File: config.mk
export PLATFORM = sky130hd
export DESIGN_NAME = aic_converter_config
export DESIGN_NICKNAME = d
export VERILOG_FILES = /design/src/verilog/aic_pkg.sv /design/src/verilog/aic_clock_divider.sv /design/src/verilog/aic_converter_config.sv /design/src/verilog/aic_osc_edge.sv
export SDC_FILE = /design/constraint.sdc
export NUM_CORES = 1
export LEC_CHECK = 0
export BUFFER_PORTS_ARGS = -buffer_cell sky130_fd_sc_hd__buf_2
export CORE_ASPECT_RATIO = 1.25
export CORE_MARGIN = 3
export CORE_UTILIZATION = 49
export DETAILED_ROUTE_END_ITERATION = 8
export PLACE_DENSITY_LB_ADDON = 0.3
export SYNTH_ARGS = -nofsm -noshare
export SYNTH_HDL_FRONTEND = slang
export SYNTH_SLANG_ARGS = --single-unit
File: constraint.sdc
create_clock -name sys_clk -period 2.1 [get_ports sys_clk]
set_input_delay 0.21 -clock sys_clk [delete_from_list [all_inputs] [get_ports sys_clk]]
set_output_delay 0.21 -clock sys_clk [all_outputs]
set_load 0.05 [all_outputs]
File: src/verilog/aic_pkg.sv
// Package with register map, field layout, encodings and reset values of the converter config.
package aic_pkg;

    // Register byte offsets on the AXI4-Lite slave.
    localparam logic [7:0] OFS_PORT_A_ANALOG_SELECT = 8'h00;
    localparam logic [7:0] OFS_CONVERTER_CONTROL_FIRST = 8'h04;
    localparam logic [7:0] OFS_CONVERTER_CONTROL_SECOND = 8'h08;
    localparam logic [7:0] OFS_CONVERTER_CONTROL_THIRD = 8'h0C;
    localparam logic [7:0] OFS_CONVERSION_RESULT = 8'h10;

    // Values after reset.
    localparam logic [7:0] RST_PORT_A_ANALOG_SELECT = 8'hBF;
    localparam logic [7:0] IMPL_MASK_PORT_A = 8'hBF;
    localparam logic [4:0] RST_POSITIVE_CHANNEL = 5'h00;
    localparam logic [3:0] RST_NEGATIVE_CHANNEL = 4'hF;
    localparam logic [1:0] RST_POSITIVE_REFERENCE = 2'h0;
    localparam logic RST_NEGATIVE_REFERENCE = 1'b0;
    localparam logic [2:0] RST_CLOCK_SELECT = 3'h0;

    // Field positions in the control registers.
    localparam int POS_ENABLE = 0;
    localparam int POS_START_BUSY = 1;
    localparam int POS_POSITIVE_CHANNEL = 2;
    localparam int POS_POSITIVE_REFERENCE = 0;
    localparam int POS_NEGATIVE_REFERENCE = 2;
    localparam int POS_CLOCK_SELECT = 4;
    localparam int POS_NEGATIVE_CHANNEL = 0;
    localparam int POS_RESULT_DONE = 16;

    // Positive channel codes: 0..4 pins 0..4, 5..10 pins 8..13, then internal sources.
    localparam logic [4:0] CHAN_TEMPERATURE = 5'h0B;
    localparam logic [4:0] CHAN_DAC_OUTPUT = 5'h0C;
    localparam logic [4:0] CHAN_FIXED_REFERENCE = 5'h0D;
    localparam logic [4:0] CHAN_LAST = 5'h0D;
    localparam logic [3:0] NEG_SINGLE_ENDED = 4'hF;

    // Positive reference codes; code 3 is not accepted.
    localparam logic [1:0] PREF_SUPPLY = 2'h0;
    localparam logic [1:0] PREF_EXTERNAL_PIN = 2'h1;
    localparam logic [1:0] PREF_FIXED_BUFFER1 = 2'h2;
    // Negative reference codes.
    localparam logic NREF_GROUND = 1'b0;
    localparam logic NREF_EXTERNAL_PIN = 1'b1;

    // Clock select codes 0..5 divide the system clock by 2 to 64; code 7 is not accepted.
    localparam logic [2:0] CLKSEL_DEDICATED_OSC = 3'h6;

    // Conversion length in bit periods and result width.
    localparam logic [3:0] CONVERSION_PERIODS = 4'hF;
    localparam int RESULT_BITS = 12;

    localparam logic [1:0] RESP_OKAY = 2'h0;
    localparam logic [1:0] RESP_SLVERR = 2'h2;

    typedef struct packed {
        logic [7:0] analog_select;
        logic [4:0] positive_channel;
        logic [3:0] negative_channel;
        logic [1:0] positive_reference;
        logic negative_reference;
        logic [2:0] clock_select;
        logic enable;
    } aic_config_t;

endpackage
File: src/verilog/aic_clock_divider.sv
// Divider that pulses once per 2, 4, 8, 16, 32 or 64 system clocks.
`timescale 1ns/1ns
module aic_clock_divider #(
    parameter int COUNT_BITS = 6
) (
    // Clock and reset.
    input wire logic sys_clk,
    input wire logic reset_n,
    // Control.
    input wire logic restart,
    input wire logic [2:0] divide_log2_minus1,
    // Output.
    output logic tick
);
    typedef struct packed {
        logic [COUNT_BITS-1:0] count;
        logic tick;
    } aic_div_state_t;

    aic_div_state_t cur_ff;
    aic_div_state_t nxt_state;
    logic [COUNT_BITS-1:0] last_count;

    always_comb
    begin
        last_count = COUNT_BITS'((2 << divide_log2_minus1) - 1);
        nxt_state = cur_ff;
        nxt_state.tick = 1'b0;
        if (restart)
        begin
            nxt_state.count = '0;
        end
        else if (cur_ff.count >= last_count)
        begin
            nxt_state.count = '0;
            nxt_state.tick = 1'b1;
        end
        else
        begin
            nxt_state.count = cur_ff.count + 1'b1;
        end
    end

    always_ff @(posedge sys_clk or negedge reset_n)
    begin
        if (!reset_n)
            cur_ff <= '0;
        else
            cur_ff <= nxt_state;
    end

    assign tick = cur_ff.tick;
endmodule

File: src/verilog/aic_converter_config.sv
// Converter input, reference and conversion clock configuration with its SAR sequencer.
// Overview of operation
// - Analog select bit disables pin digital buffer.
// - Port bit six reads zero, ignores writes.
// - Fourteen positive sources: pins, temperature, DAC, reference.
// - Five-bit field picks positive converter input.
// - Four-bit field picks any negative input.
// - Negative field all ones means single-ended.
// - Positive reference: external pin, supply, buffer one.
// - Negative reference: external pin or ground.
// - Seven conversion clocks: divided system or oscillator.
// - Twelve-bit conversion takes fifteen bit periods.
// - Divided clocks follow any system clock change.
//
// The implementer's own choices: the register addresses and the AXI4-Lite interface to the registers.
`timescale 1ns/1ns
module aic_converter_config #(
    parameter int ADDR_BITS = 8
) (
    // Clock and reset.
    input wire logic sys_clk,
    input wire logic reset_n,
    // AXI4-Lite write address and data.
    input wire logic [ADDR_BITS-1:0] s_axi_awaddr,
    input wire logic s_axi_awvalid,
    output logic s_axi_awready,
    input wire logic [31:0] s_axi_wdata,
    input wire logic [3:0] s_axi_wstrb,
    input wire logic s_axi_wvalid,
    output logic s_axi_wready,
    // AXI4-Lite write response.
    output logic [1:0] s_axi_bresp,
    output logic s_axi_bvalid,
    input wire logic s_axi_bready,
    // AXI4-Lite read.
    input wire logic [ADDR_BITS-1:0] s_axi_araddr,
    input wire logic s_axi_arvalid,
    output logic s_axi_arready,
    output logic [31:0] s_axi_rdata,
    output logic [1:0] s_axi_rresp,
    output logic s_axi_rvalid,
    input wire logic s_axi_rready,
    // Port A pin function.
    output logic [7:0] pin_analog_enable,
    output logic [7:0] pin_digital_input_enable,
    // Analog front end selection.
    output logic [4:0] positive_channel_select,
    output logic [3:0] negative_channel_select,
    output logic single_ended,
    output logic [1:0] positive_reference_select,
    output logic negative_reference_select,
    // Converter core.
    input wire logic dedicated_conversion_oscillator,
    input wire logic comparator_high,
    output logic sample_enable,
    output logic [11:0] trial_code,
    output logic conversion_busy
);
    typedef struct packed {
        aic_pkg::aic_config_t cfg;
        logic [7:0] digital_enable;
        logic single_ended;
        logic aw_held;
        logic [ADDR_BITS-1:0] aw_addr;
        logic w_held;
        logic [7:0] w_byte;
        logic w_lane0;
        logic awready;
        logic wready;
        logic bvalid;
        logic [1:0] bresp;
        logic arready;
        logic rvalid;
        logic [31:0] rdata;
        logic [1:0] rresp;
        logic busy;
        logic sampling;
        logic [3:0] period_index;
        logic [11:0] code;
        logic [11:0] result;
        logic done;
    } aic_state_t;

    aic_state_t cur_ff;
    aic_state_t nxt_state;
    logic div_tick;
    logic osc_tick;
    logic period_tick;
    logic start_pulse;
    logic do_write;
    logic do_read;
    logic [3:0] bit_pos;

    // Only a fresh start realigns the divider, so the first period is full length on a divided clock.
    aic_clock_divider #(
        .COUNT_BITS(6)
    ) u_divider (
        .sys_clk(sys_clk),
        .reset_n(reset_n),
        .restart(start_pulse),
        .divide_log2_minus1(cur_ff.cfg.clock_select),
        .tick(div_tick)
    );

    aic_osc_edge u_osc_edge (
        .sys_clk(sys_clk),
        .reset_n(reset_n),
        .osc_level(dedicated_conversion_oscillator),
        .tick(osc_tick)
    );

    // Divided ticks are counted on sys_clk, so they track its rate.
    assign period_tick = (cur_ff.cfg.clock_select == aic_pkg::CLKSEL_DEDICATED_OSC) ?
        osc_tick : div_tick;

    always_comb
    begin
        nxt_state = cur_ff;
        start_pulse = 1'b0;
        bit_pos = 4'h0;

        // Address and data are taken in either order and held until both are present.
        if (cur_ff.awready && s_axi_awvalid)
        begin
            nxt_state.aw_held = 1'b1;
            nxt_state.aw_addr = s_axi_awaddr;
        end
        if (cur_ff.wready && s_axi_wvalid)
        begin
            nxt_state.w_held = 1'b1;
            nxt_state.w_byte = s_axi_wdata[7:0];
            nxt_state.w_lane0 = s_axi_wstrb[0];
        end
        if (cur_ff.bvalid && s_axi_bready)
        begin
            nxt_state.bvalid = 1'b0;
        end

        do_write = cur_ff.aw_held && cur_ff.w_held && !cur_ff.bvalid;
        if (do_write)
        begin
            nxt_state.aw_held = 1'b0;
            nxt_state.w_held = 1'b0;
            nxt_state.bvalid = 1'b1;
            nxt_state.bresp = aic_pkg::RESP_OKAY;
            case (cur_ff.aw_addr)
                aic_pkg::OFS_PORT_A_ANALOG_SELECT:
                begin
                    if (cur_ff.w_lane0)
                    begin
                        nxt_state.cfg.analog_select =
                            cur_ff.w_byte & aic_pkg::IMPL_MASK_PORT_A;
                    end
                end
                aic_pkg::OFS_CONVERTER_CONTROL_FIRST:
                begin
                    if (cur_ff.w_lane0)
                    begin
                        nxt_state.cfg.enable = cur_ff.w_byte[aic_pkg::POS_ENABLE];
                        // Codes beyond the fourteen sources leave the field as it was.
                        if (cur_ff.w_byte[aic_pkg::POS_POSITIVE_CHANNEL +: 5] <=
                            aic_pkg::CHAN_LAST)
                        begin
                            nxt_state.cfg.positive_channel =
                                cur_ff.w_byte[aic_pkg::POS_POSITIVE_CHANNEL +: 5];
                        end
                        if (cur_ff.w_byte[aic_pkg::POS_START_BUSY] &&
                            cur_ff.w_byte[aic_pkg::POS_ENABLE] && !cur_ff.busy)
                        begin
                            start_pulse = 1'b1;
                        end
                    end
                end
                aic_pkg::OFS_CONVERTER_CONTROL_SECOND:
                begin
                    if (cur_ff.w_lane0)
                    begin
                        if (cur_ff.w_byte[aic_pkg::POS_POSITIVE_REFERENCE +: 2] !=
                            2'h3)
                        begin
                            nxt_state.cfg.positive_reference =
                                cur_ff.w_byte[aic_pkg::POS_POSITIVE_REFERENCE +: 2];
                        end
                        nxt_state.cfg.negative_reference =
                            cur_ff.w_byte[aic_pkg::POS_NEGATIVE_REFERENCE];
                        if (cur_ff.w_byte[aic_pkg::POS_CLOCK_SELECT +: 3] != 3'h7)
                        begin
                            nxt_state.cfg.clock_select =
                                cur_ff.w_byte[aic_pkg::POS_CLOCK_SELECT +: 3];
                        end
                    end
                end
                aic_pkg::OFS_CONVERTER_CONTROL_THIRD:
                begin
                    if (cur_ff.w_lane0)
                    begin
                        nxt_state.cfg.negative_channel =
                            cur_ff.w_byte[aic_pkg::POS_NEGATIVE_CHANNEL +: 4];
                    end
                end
                aic_pkg::OFS_CONVERSION_RESULT:
                begin
                    nxt_state.bresp = aic_pkg::RESP_OKAY;
                end
                default:
                begin
                    nxt_state.bresp = aic_pkg::RESP_SLVERR;
                end
            endcase
        end

        // Read channel: one read under way, answered the cycle after the address is taken.
        if (cur_ff.rvalid && s_axi_rready)
        begin
            nxt_state.rvalid = 1'b0;
        end
        do_read = cur_ff.arready && s_axi_arvalid;
        if (do_read)
        begin
            nxt_state.rvalid = 1'b1;
            nxt_state.rresp = aic_pkg::RESP_OKAY;
            nxt_state.rdata = 32'h0000_0000;
            case (s_axi_araddr)
                aic_pkg::OFS_PORT_A_ANALOG_SELECT:
                begin
                    nxt_state.rdata[7:0] = cur_ff.cfg.analog_select;
                end
                aic_pkg::OFS_CONVERTER_CONTROL_FIRST:
                begin
                    nxt_state.rdata[aic_pkg::POS_ENABLE] = cur_ff.cfg.enable;
                    nxt_state.rdata[aic_pkg::POS_START_BUSY] = cur_ff.busy;
                    nxt_state.rdata[aic_pkg::POS_POSITIVE_CHANNEL +: 5] =
                        cur_ff.cfg.positive_channel;
                end
                aic_pkg::OFS_CONVERTER_CONTROL_SECOND:
                begin
                    nxt_state.rdata[aic_pkg::POS_POSITIVE_REFERENCE +: 2] =
                        cur_ff.cfg.positive_reference;
                    nxt_state.rdata[aic_pkg::POS_NEGATIVE_REFERENCE] =
                        cur_ff.cfg.negative_reference;
                    nxt_state.rdata[aic_pkg::POS_CLOCK_SELECT +: 3] = cur_ff.cfg.clock_select;
                end
                aic_pkg::OFS_CONVERTER_CONTROL_THIRD:
                begin
                    nxt_state.rdata[aic_pkg::POS_NEGATIVE_CHANNEL +: 4] =
                        cur_ff.cfg.negative_channel;
                end
                aic_pkg::OFS_CONVERSION_RESULT:
                begin
                    nxt_state.rdata[aic_pkg::RESULT_BITS-1:0] = cur_ff.result;
                    nxt_state.rdata[aic_pkg::POS_RESULT_DONE] = cur_ff.done;
                    // Reading the result clears done unless a conversion ends now.
                    nxt_state.done = 1'b0;
                end
                default:
                begin
                    nxt_state.rresp = aic_pkg::RESP_SLVERR;
                end
            endcase
        end

        // Sequencer: period 0 ends sampling, 1 to 12 resolve bits, 14 stores the result.
        if (start_pulse)
        begin
            nxt_state.busy = 1'b1;
            nxt_state.sampling = 1'b1;
            nxt_state.period_index = 4'h0;
            nxt_state.code = 12'h000;
        end
        else if (cur_ff.busy && !cur_ff.cfg.enable)
        begin
            nxt_state.busy = 1'b0;
            nxt_state.sampling = 1'b0;
        end
        else if (cur_ff.busy && period_tick)
        begin
            nxt_state.period_index = cur_ff.period_index + 4'h1;
            if (cur_ff.period_index == 4'h0)
            begin
                nxt_state.sampling = 1'b0;
                nxt_state.code = 12'h800;
            end
            else if (cur_ff.period_index <= 4'hC)
            begin
                bit_pos = 4'hC - cur_ff.period_index;
                if (!comparator_high)
                begin
                    nxt_state.code[bit_pos] = 1'b0;
                end
                if (bit_pos != 4'h0)
                begin
                    nxt_state.code[bit_pos - 4'h1] = 1'b1;
                end
            end
            else if (cur_ff.period_index == aic_pkg::CONVERSION_PERIODS - 4'h1)
            begin
                nxt_state.busy = 1'b0;
                nxt_state.result = cur_ff.code;
                nxt_state.done = 1'b1;
            end
        end

        // Pin buffers follow the analog select bits; bit six has no pin control.
        nxt_state.digital_enable = ~nxt_state.cfg.analog_select;
        nxt_state.single_ended =
            (nxt_state.cfg.negative_channel == aic_pkg::NEG_SINGLE_ENDED);

        // Each ready is offered only while its own channel holds nothing and no response is pending on its side.
        nxt_state.awready = !nxt_state.aw_held && !nxt_state.bvalid;
        nxt_state.wready = !nxt_state.w_held && !nxt_state.bvalid;
        nxt_state.arready = !nxt_state.rvalid;
    end

    always_ff @(posedge sys_clk or negedge reset_n)
    begin
        if (!reset_n)
        begin
            cur_ff <= '0;
            cur_ff.cfg.analog_select <= aic_pkg::RST_PORT_A_ANALOG_SELECT;
            cur_ff.cfg.positive_channel <= aic_pkg::RST_POSITIVE_CHANNEL;
            cur_ff.cfg.negative_channel <= aic_pkg::RST_NEGATIVE_CHANNEL;
            cur_ff.cfg.positive_reference <= aic_pkg::RST_POSITIVE_REFERENCE;
            cur_ff.cfg.negative_reference <= aic_pkg::RST_NEGATIVE_REFERENCE;
            cur_ff.cfg.clock_select <= aic_pkg::RST_CLOCK_SELECT;
            cur_ff.digital_enable <= ~aic_pkg::RST_PORT_A_ANALOG_SELECT;
            cur_ff.single_ended <= 1'b1;
        end
        else
        begin
            cur_ff <= nxt_state;
        end
    end

    assign s_axi_awready = cur_ff.awready;
    assign s_axi_wready = cur_ff.wready;
    assign s_axi_bresp = cur_ff.bresp;
    assign s_axi_bvalid = cur_ff.bvalid;
    assign s_axi_arready = cur_ff.arready;
    assign s_axi_rdata = cur_ff.rdata;
    assign s_axi_rresp = cur_ff.rresp;
    assign s_axi_rvalid = cur_ff.rvalid;
    assign pin_analog_enable = cur_ff.cfg.analog_select;
    assign pin_digital_input_enable = cur_ff.digital_enable;
    assign positive_channel_select = cur_ff.cfg.positive_channel;
    assign negative_channel_select = cur_ff.cfg.negative_channel;
    assign single_ended = cur_ff.single_ended;
    assign positive_reference_select = cur_ff.cfg.positive_reference;
    assign negative_reference_select = cur_ff.cfg.negative_reference;
    assign sample_enable = cur_ff.sampling;
    assign trial_code = cur_ff.code;
    assign conversion_busy = cur_ff.busy;
endmodule

File: src/verilog/aic_osc_edge.sv
// Rising-edge pulse from the dedicated conversion oscillator input.
`timescale 1ns/1ns
module aic_osc_edge (
    // Clock and reset.
    input wire logic sys_clk,
    input wire logic reset_n,
    // Oscillator level and pulse.
    input wire logic osc_level,
    output logic tick
);
    typedef struct packed {
        logic last;
        logic tick;
    } aic_edge_state_t;

    aic_edge_state_t cur_ff;
    aic_edge_state_t nxt_state;

    always_comb
    begin
        nxt_state.last = osc_level;
        nxt_state.tick = osc_level & ~cur_ff.last;
    end

    always_ff @(posedge sys_clk or negedge reset_n)
    begin
        if (!reset_n)
            cur_ff <= '0;
        else
            cur_ff <= nxt_state;
    end

    assign tick = cur_ff.tick;
endmodule

==> qor.yml <==
finish:
  finish.net_count: 691
  syn2layout_area_growth_pct: 14.1
  drive_above_1_share_pct: 37.1
  final_cells: 779
  n_antenna_cell: 0
floorplanning:
  rows: 43
  chipWidth_um: 104
  die_h_um: 128
  start_util_pct: 51.5
  ios: 145
  dieArea_mm2: 0.0133
  core_area_mm2: 0.0114
setup_path:
  cp.required_ns: 2.37
  worstPathMaxFanout: 3
  worstSetupPathType: "reg2reg"
  worst_setup_path_start_kind: "flip-flop"
  end_kind: "flip-flop"
  reg2regPathDepth: 10
  setup.worst_path.end: "u_divider.cur_ff[6]"
  r2r_end: "u_divider.cur_ff[6]"
  arrival_ns: 2.41
  r2r_start: "cur_ff[101]"
  crit_start: "cur_ff[101]"
  r2r_slack_ns: -0.04
clock_tree:
  cts_buffers: 9
  cts.sinks: 112
  tritoncts: "yes"
  cts_buffer_depth: 2
  worstSkewPairLatency_ns: 0.35
  cts_htree_levels: 3
  cts-root-buf: "clkbuf_16"
  clkSlewWorstSetupHoldPaths_ns: 0.08
timing:
  finClkSkew_ns: 0.0103
  hold_violations: 0
  fmax_ghz: 0.468
  worstMarginPinSlew_ns: 0.511
  finalMaxSlewViolations: 0
  slew_headroom_pct: 65.9
  period_needed_ns: 2.14
  worst_slack_ns: -0.0356
  rsz0062_at_grt: "yes"
  finalSetupViolCount: 3
  period_share_pct: 102
yosys:
  synth_ff_type: "dfrtp_1"
  synth.top_cell.area_share_pct: 42.4
  yosysTopAreaCell: "dfrtp_1"
  syn_inst: 542
  syn_area_mm2: 0.00584
  ys_types: 56
  synth-edff-count: 0
  ys_seq_area_share_pct: 48.3
  ys_async_sr_fraction_pct: 100
  synthTopCellsByArea: "dfrtp_1, buf_4, mux2_2"
  synth_seq_cells: 112
  avgSynthCellArea_um2: 10.8
  yosysWarnings: 0
route:
  drc: 0
  drtIter0Drc: 264
  via_count: 4111
  drtPass1Iterations: 4
  vias_per_cell: 5.28
  final_antenna_net_count: 0
  wl_um: 12700
  routedWlPerCell_um: 16.3
global_route:
  grt_max_degree: 48
  grt.total_usage_pct: 19.0
  grt_pass1_wl_um: 20200
  grt_pass1_vias: 3973
  grt-ovfl-total: 0
  antenna_found_initial: 0
placed_design:
  dp.cells: 754
  pre_cts_ws_ns: -0.0708
  dp_hpwl_um: 9290
  port_buffers: 96
  place_congestion: 0.847
power:
  leakage_nw: 3.18
  peakVddDrop_uv: 525
  powerDensity_mw_per_mm2: 963
outcome:
  outcome: "finished with violations"
  violations: "negative setup slack"
min_path:
  hold_path.class: "in2reg"
run:
  cap_violations: 0
## kinds of logic (layout without fill, tap and decap cells)
| family | after synthesis | in the layout | synth area share (%) |
|---|---|---|---|
| fa+ha+maj | 14 | 14 | 2.96 |
| xor+xnor | 10 | 10 | 1.50 |
| flops | 112 | 112 | 48.3 |
| mux | 62 | 62 | 11.6 |
| other cells | 1 | 21 | 0.0642 |
| simple gates | 136 | 136 | 12.5 |
| buf+inv | 111 | 170 | 12.2 |
| compound gates | 96 | 97 | 11.0 |
## through the flow
step	setup TNS, ns	area [um^2]	hold WS (ns)	power (W)	util, %
6_report	-0.0816	6660	0.0685	0.00642	58.7
5_1_grt	-0.765	6660	0.0795	0.00675	58.7
4_1_cts	-0.143	6570	0.0588	0.00638	57.9
3_5_place_dp	-0.661	6210	0.195	0.00459	54.7
3_3_place_gp	-0.366	6210	0.192	0.00453	54.7
2_1_floorplan	0	5940	-0.0856	0.00417	-
## metal layers
layer | part of all wire [%] | track usage, % | vias up
met5 | 0 | 0 | -
met4 | 1.8 | 6.49 | 0
met3 | 4.3 | 4.18 | 20
met2 | 51 | 32.0 | 103
met1 | 43 | 24.5 | 2031
li1 | - | - | 1957
## registers in the layout (all words and copies together), names as in the netlist, 2 cells and up
signal and cells:
cur_ff 40, s_axi_rdata 13, trial_code 12, pin_analog_enable 8
pin_digital_input_enable 8, u_divider.cur_ff 6, positive_channel_select 5, negative_channel_select 4
positive_reference_select 2
## final cells by class
cell class / instances / area (um^2)
clock buffer: 10 / 229
sequential: 112 / 2820
inverter: 19 / 71.3
clock inverter: 6 / 50.0
timing repair buffer: 135 / 805
multi-input combinational: 340 / 2490
fill: 978 / 4690
tap: 157 / 196
## critical path, stage by stage, from the launching register on
cell	delay [ns]
dfrtp_1	0.38
or3_4	0.41
ha_4	0.18
buf_4	0.14
a21oi_2	0.12
o21a_1	0.11
ha_1	0.23
a21oi_2	0.14
a21oi_2	0.06
buf_6	0.14
nor3b_2	0.15
## timing repair
item | in CTS | in global routing
gates resized for setup | 6 | 20
cloned | 0 | 2
hold buffers | 2 | 0
pin swaps | 6 | 10
endpoints found under the setup margin | 16 | 26
hold endpoints to repair | 34 | 0
buffers inserted | 3 | 2
## cell usage after synthesis, drive strengths merged, types with 3 or more instances
| cell type | count |
|---|---|
| dfrtp | 99 |
| buf | 80 |
| mux2 | 44 |
| nand2 | 36 |
| nor2 | 30 |
| o21ai | 28 |
| a21oi | 20 |
| inv | 19 |
| mux2i | 18 |
| dfstp | 13 |
| ha | 13 |
| nand3 | 13 |
| clkbuf | 12 |
| a22o | 9 |
| nor2b | 9 |
| nand2b | 8 |
| a32o | 7 |
| o21bai | 7 |
| xnor2 | 7 |
| nor3 | 6 |
| nor3b | 6 |
| nand3b | 5 |
| o22a | 5 |
| o22ai | 5 |
| and2 | 4 |
| or3 | 4 |
| nand4 | 3 |
| nor4 | 3 |
| xor2 | 3 |
## worst min-delay path by stage
stage	startpoint	end	slack (ns)	cells after the start
floorplan	reset_n	conversion_busy	-0.09	0
global placement	reset_n	cur_ff[88]	0.19	1
detailed placement	reset_n	cur_ff[87]	0.20	1
CTS	s_axi_rready	s_axi_rvalid	0.06	2
global route	s_axi_wdata[0]	cur_ff[73]	0.08	2
finish	s_axi_rready	s_axi_rvalid	0.07	2
## power by group
group / switching (W) / total (W) / internal, W
Clock: 0.000813 / 0.00164 / 0.000826
Combinational: 0.00117 / 0.00194 / 0.000768
Sequential: 0.000317 / 0.00284 / 0.00252
Total: 0.00230 / 0.00642 / 0.00411
## placed cells by master (no fill, tap or decap), types with 5 or more instances in the layout
master and count:
a21oi_1 15, a21oi_2 5, a22o_1 8, a32o_1 7, buf_2 95, buf_4 34, clkbuf_16 9, conb_1 21
dfrtp_1 99, dfstp_2 13, ha_1 11, inv_1 19, mux2_2 43, mux2i_1 17, nand2_1 35, nand2b_1 8
nand3_1 13, nand3b_1 5, nor2_1 27, nor2b_1 9, o21ai_0 26, o21bai_1 7, o22a_1 5, o22ai_1 5
xnor2_1 7
Note: power is estimated with default switching activity, not from simulation.
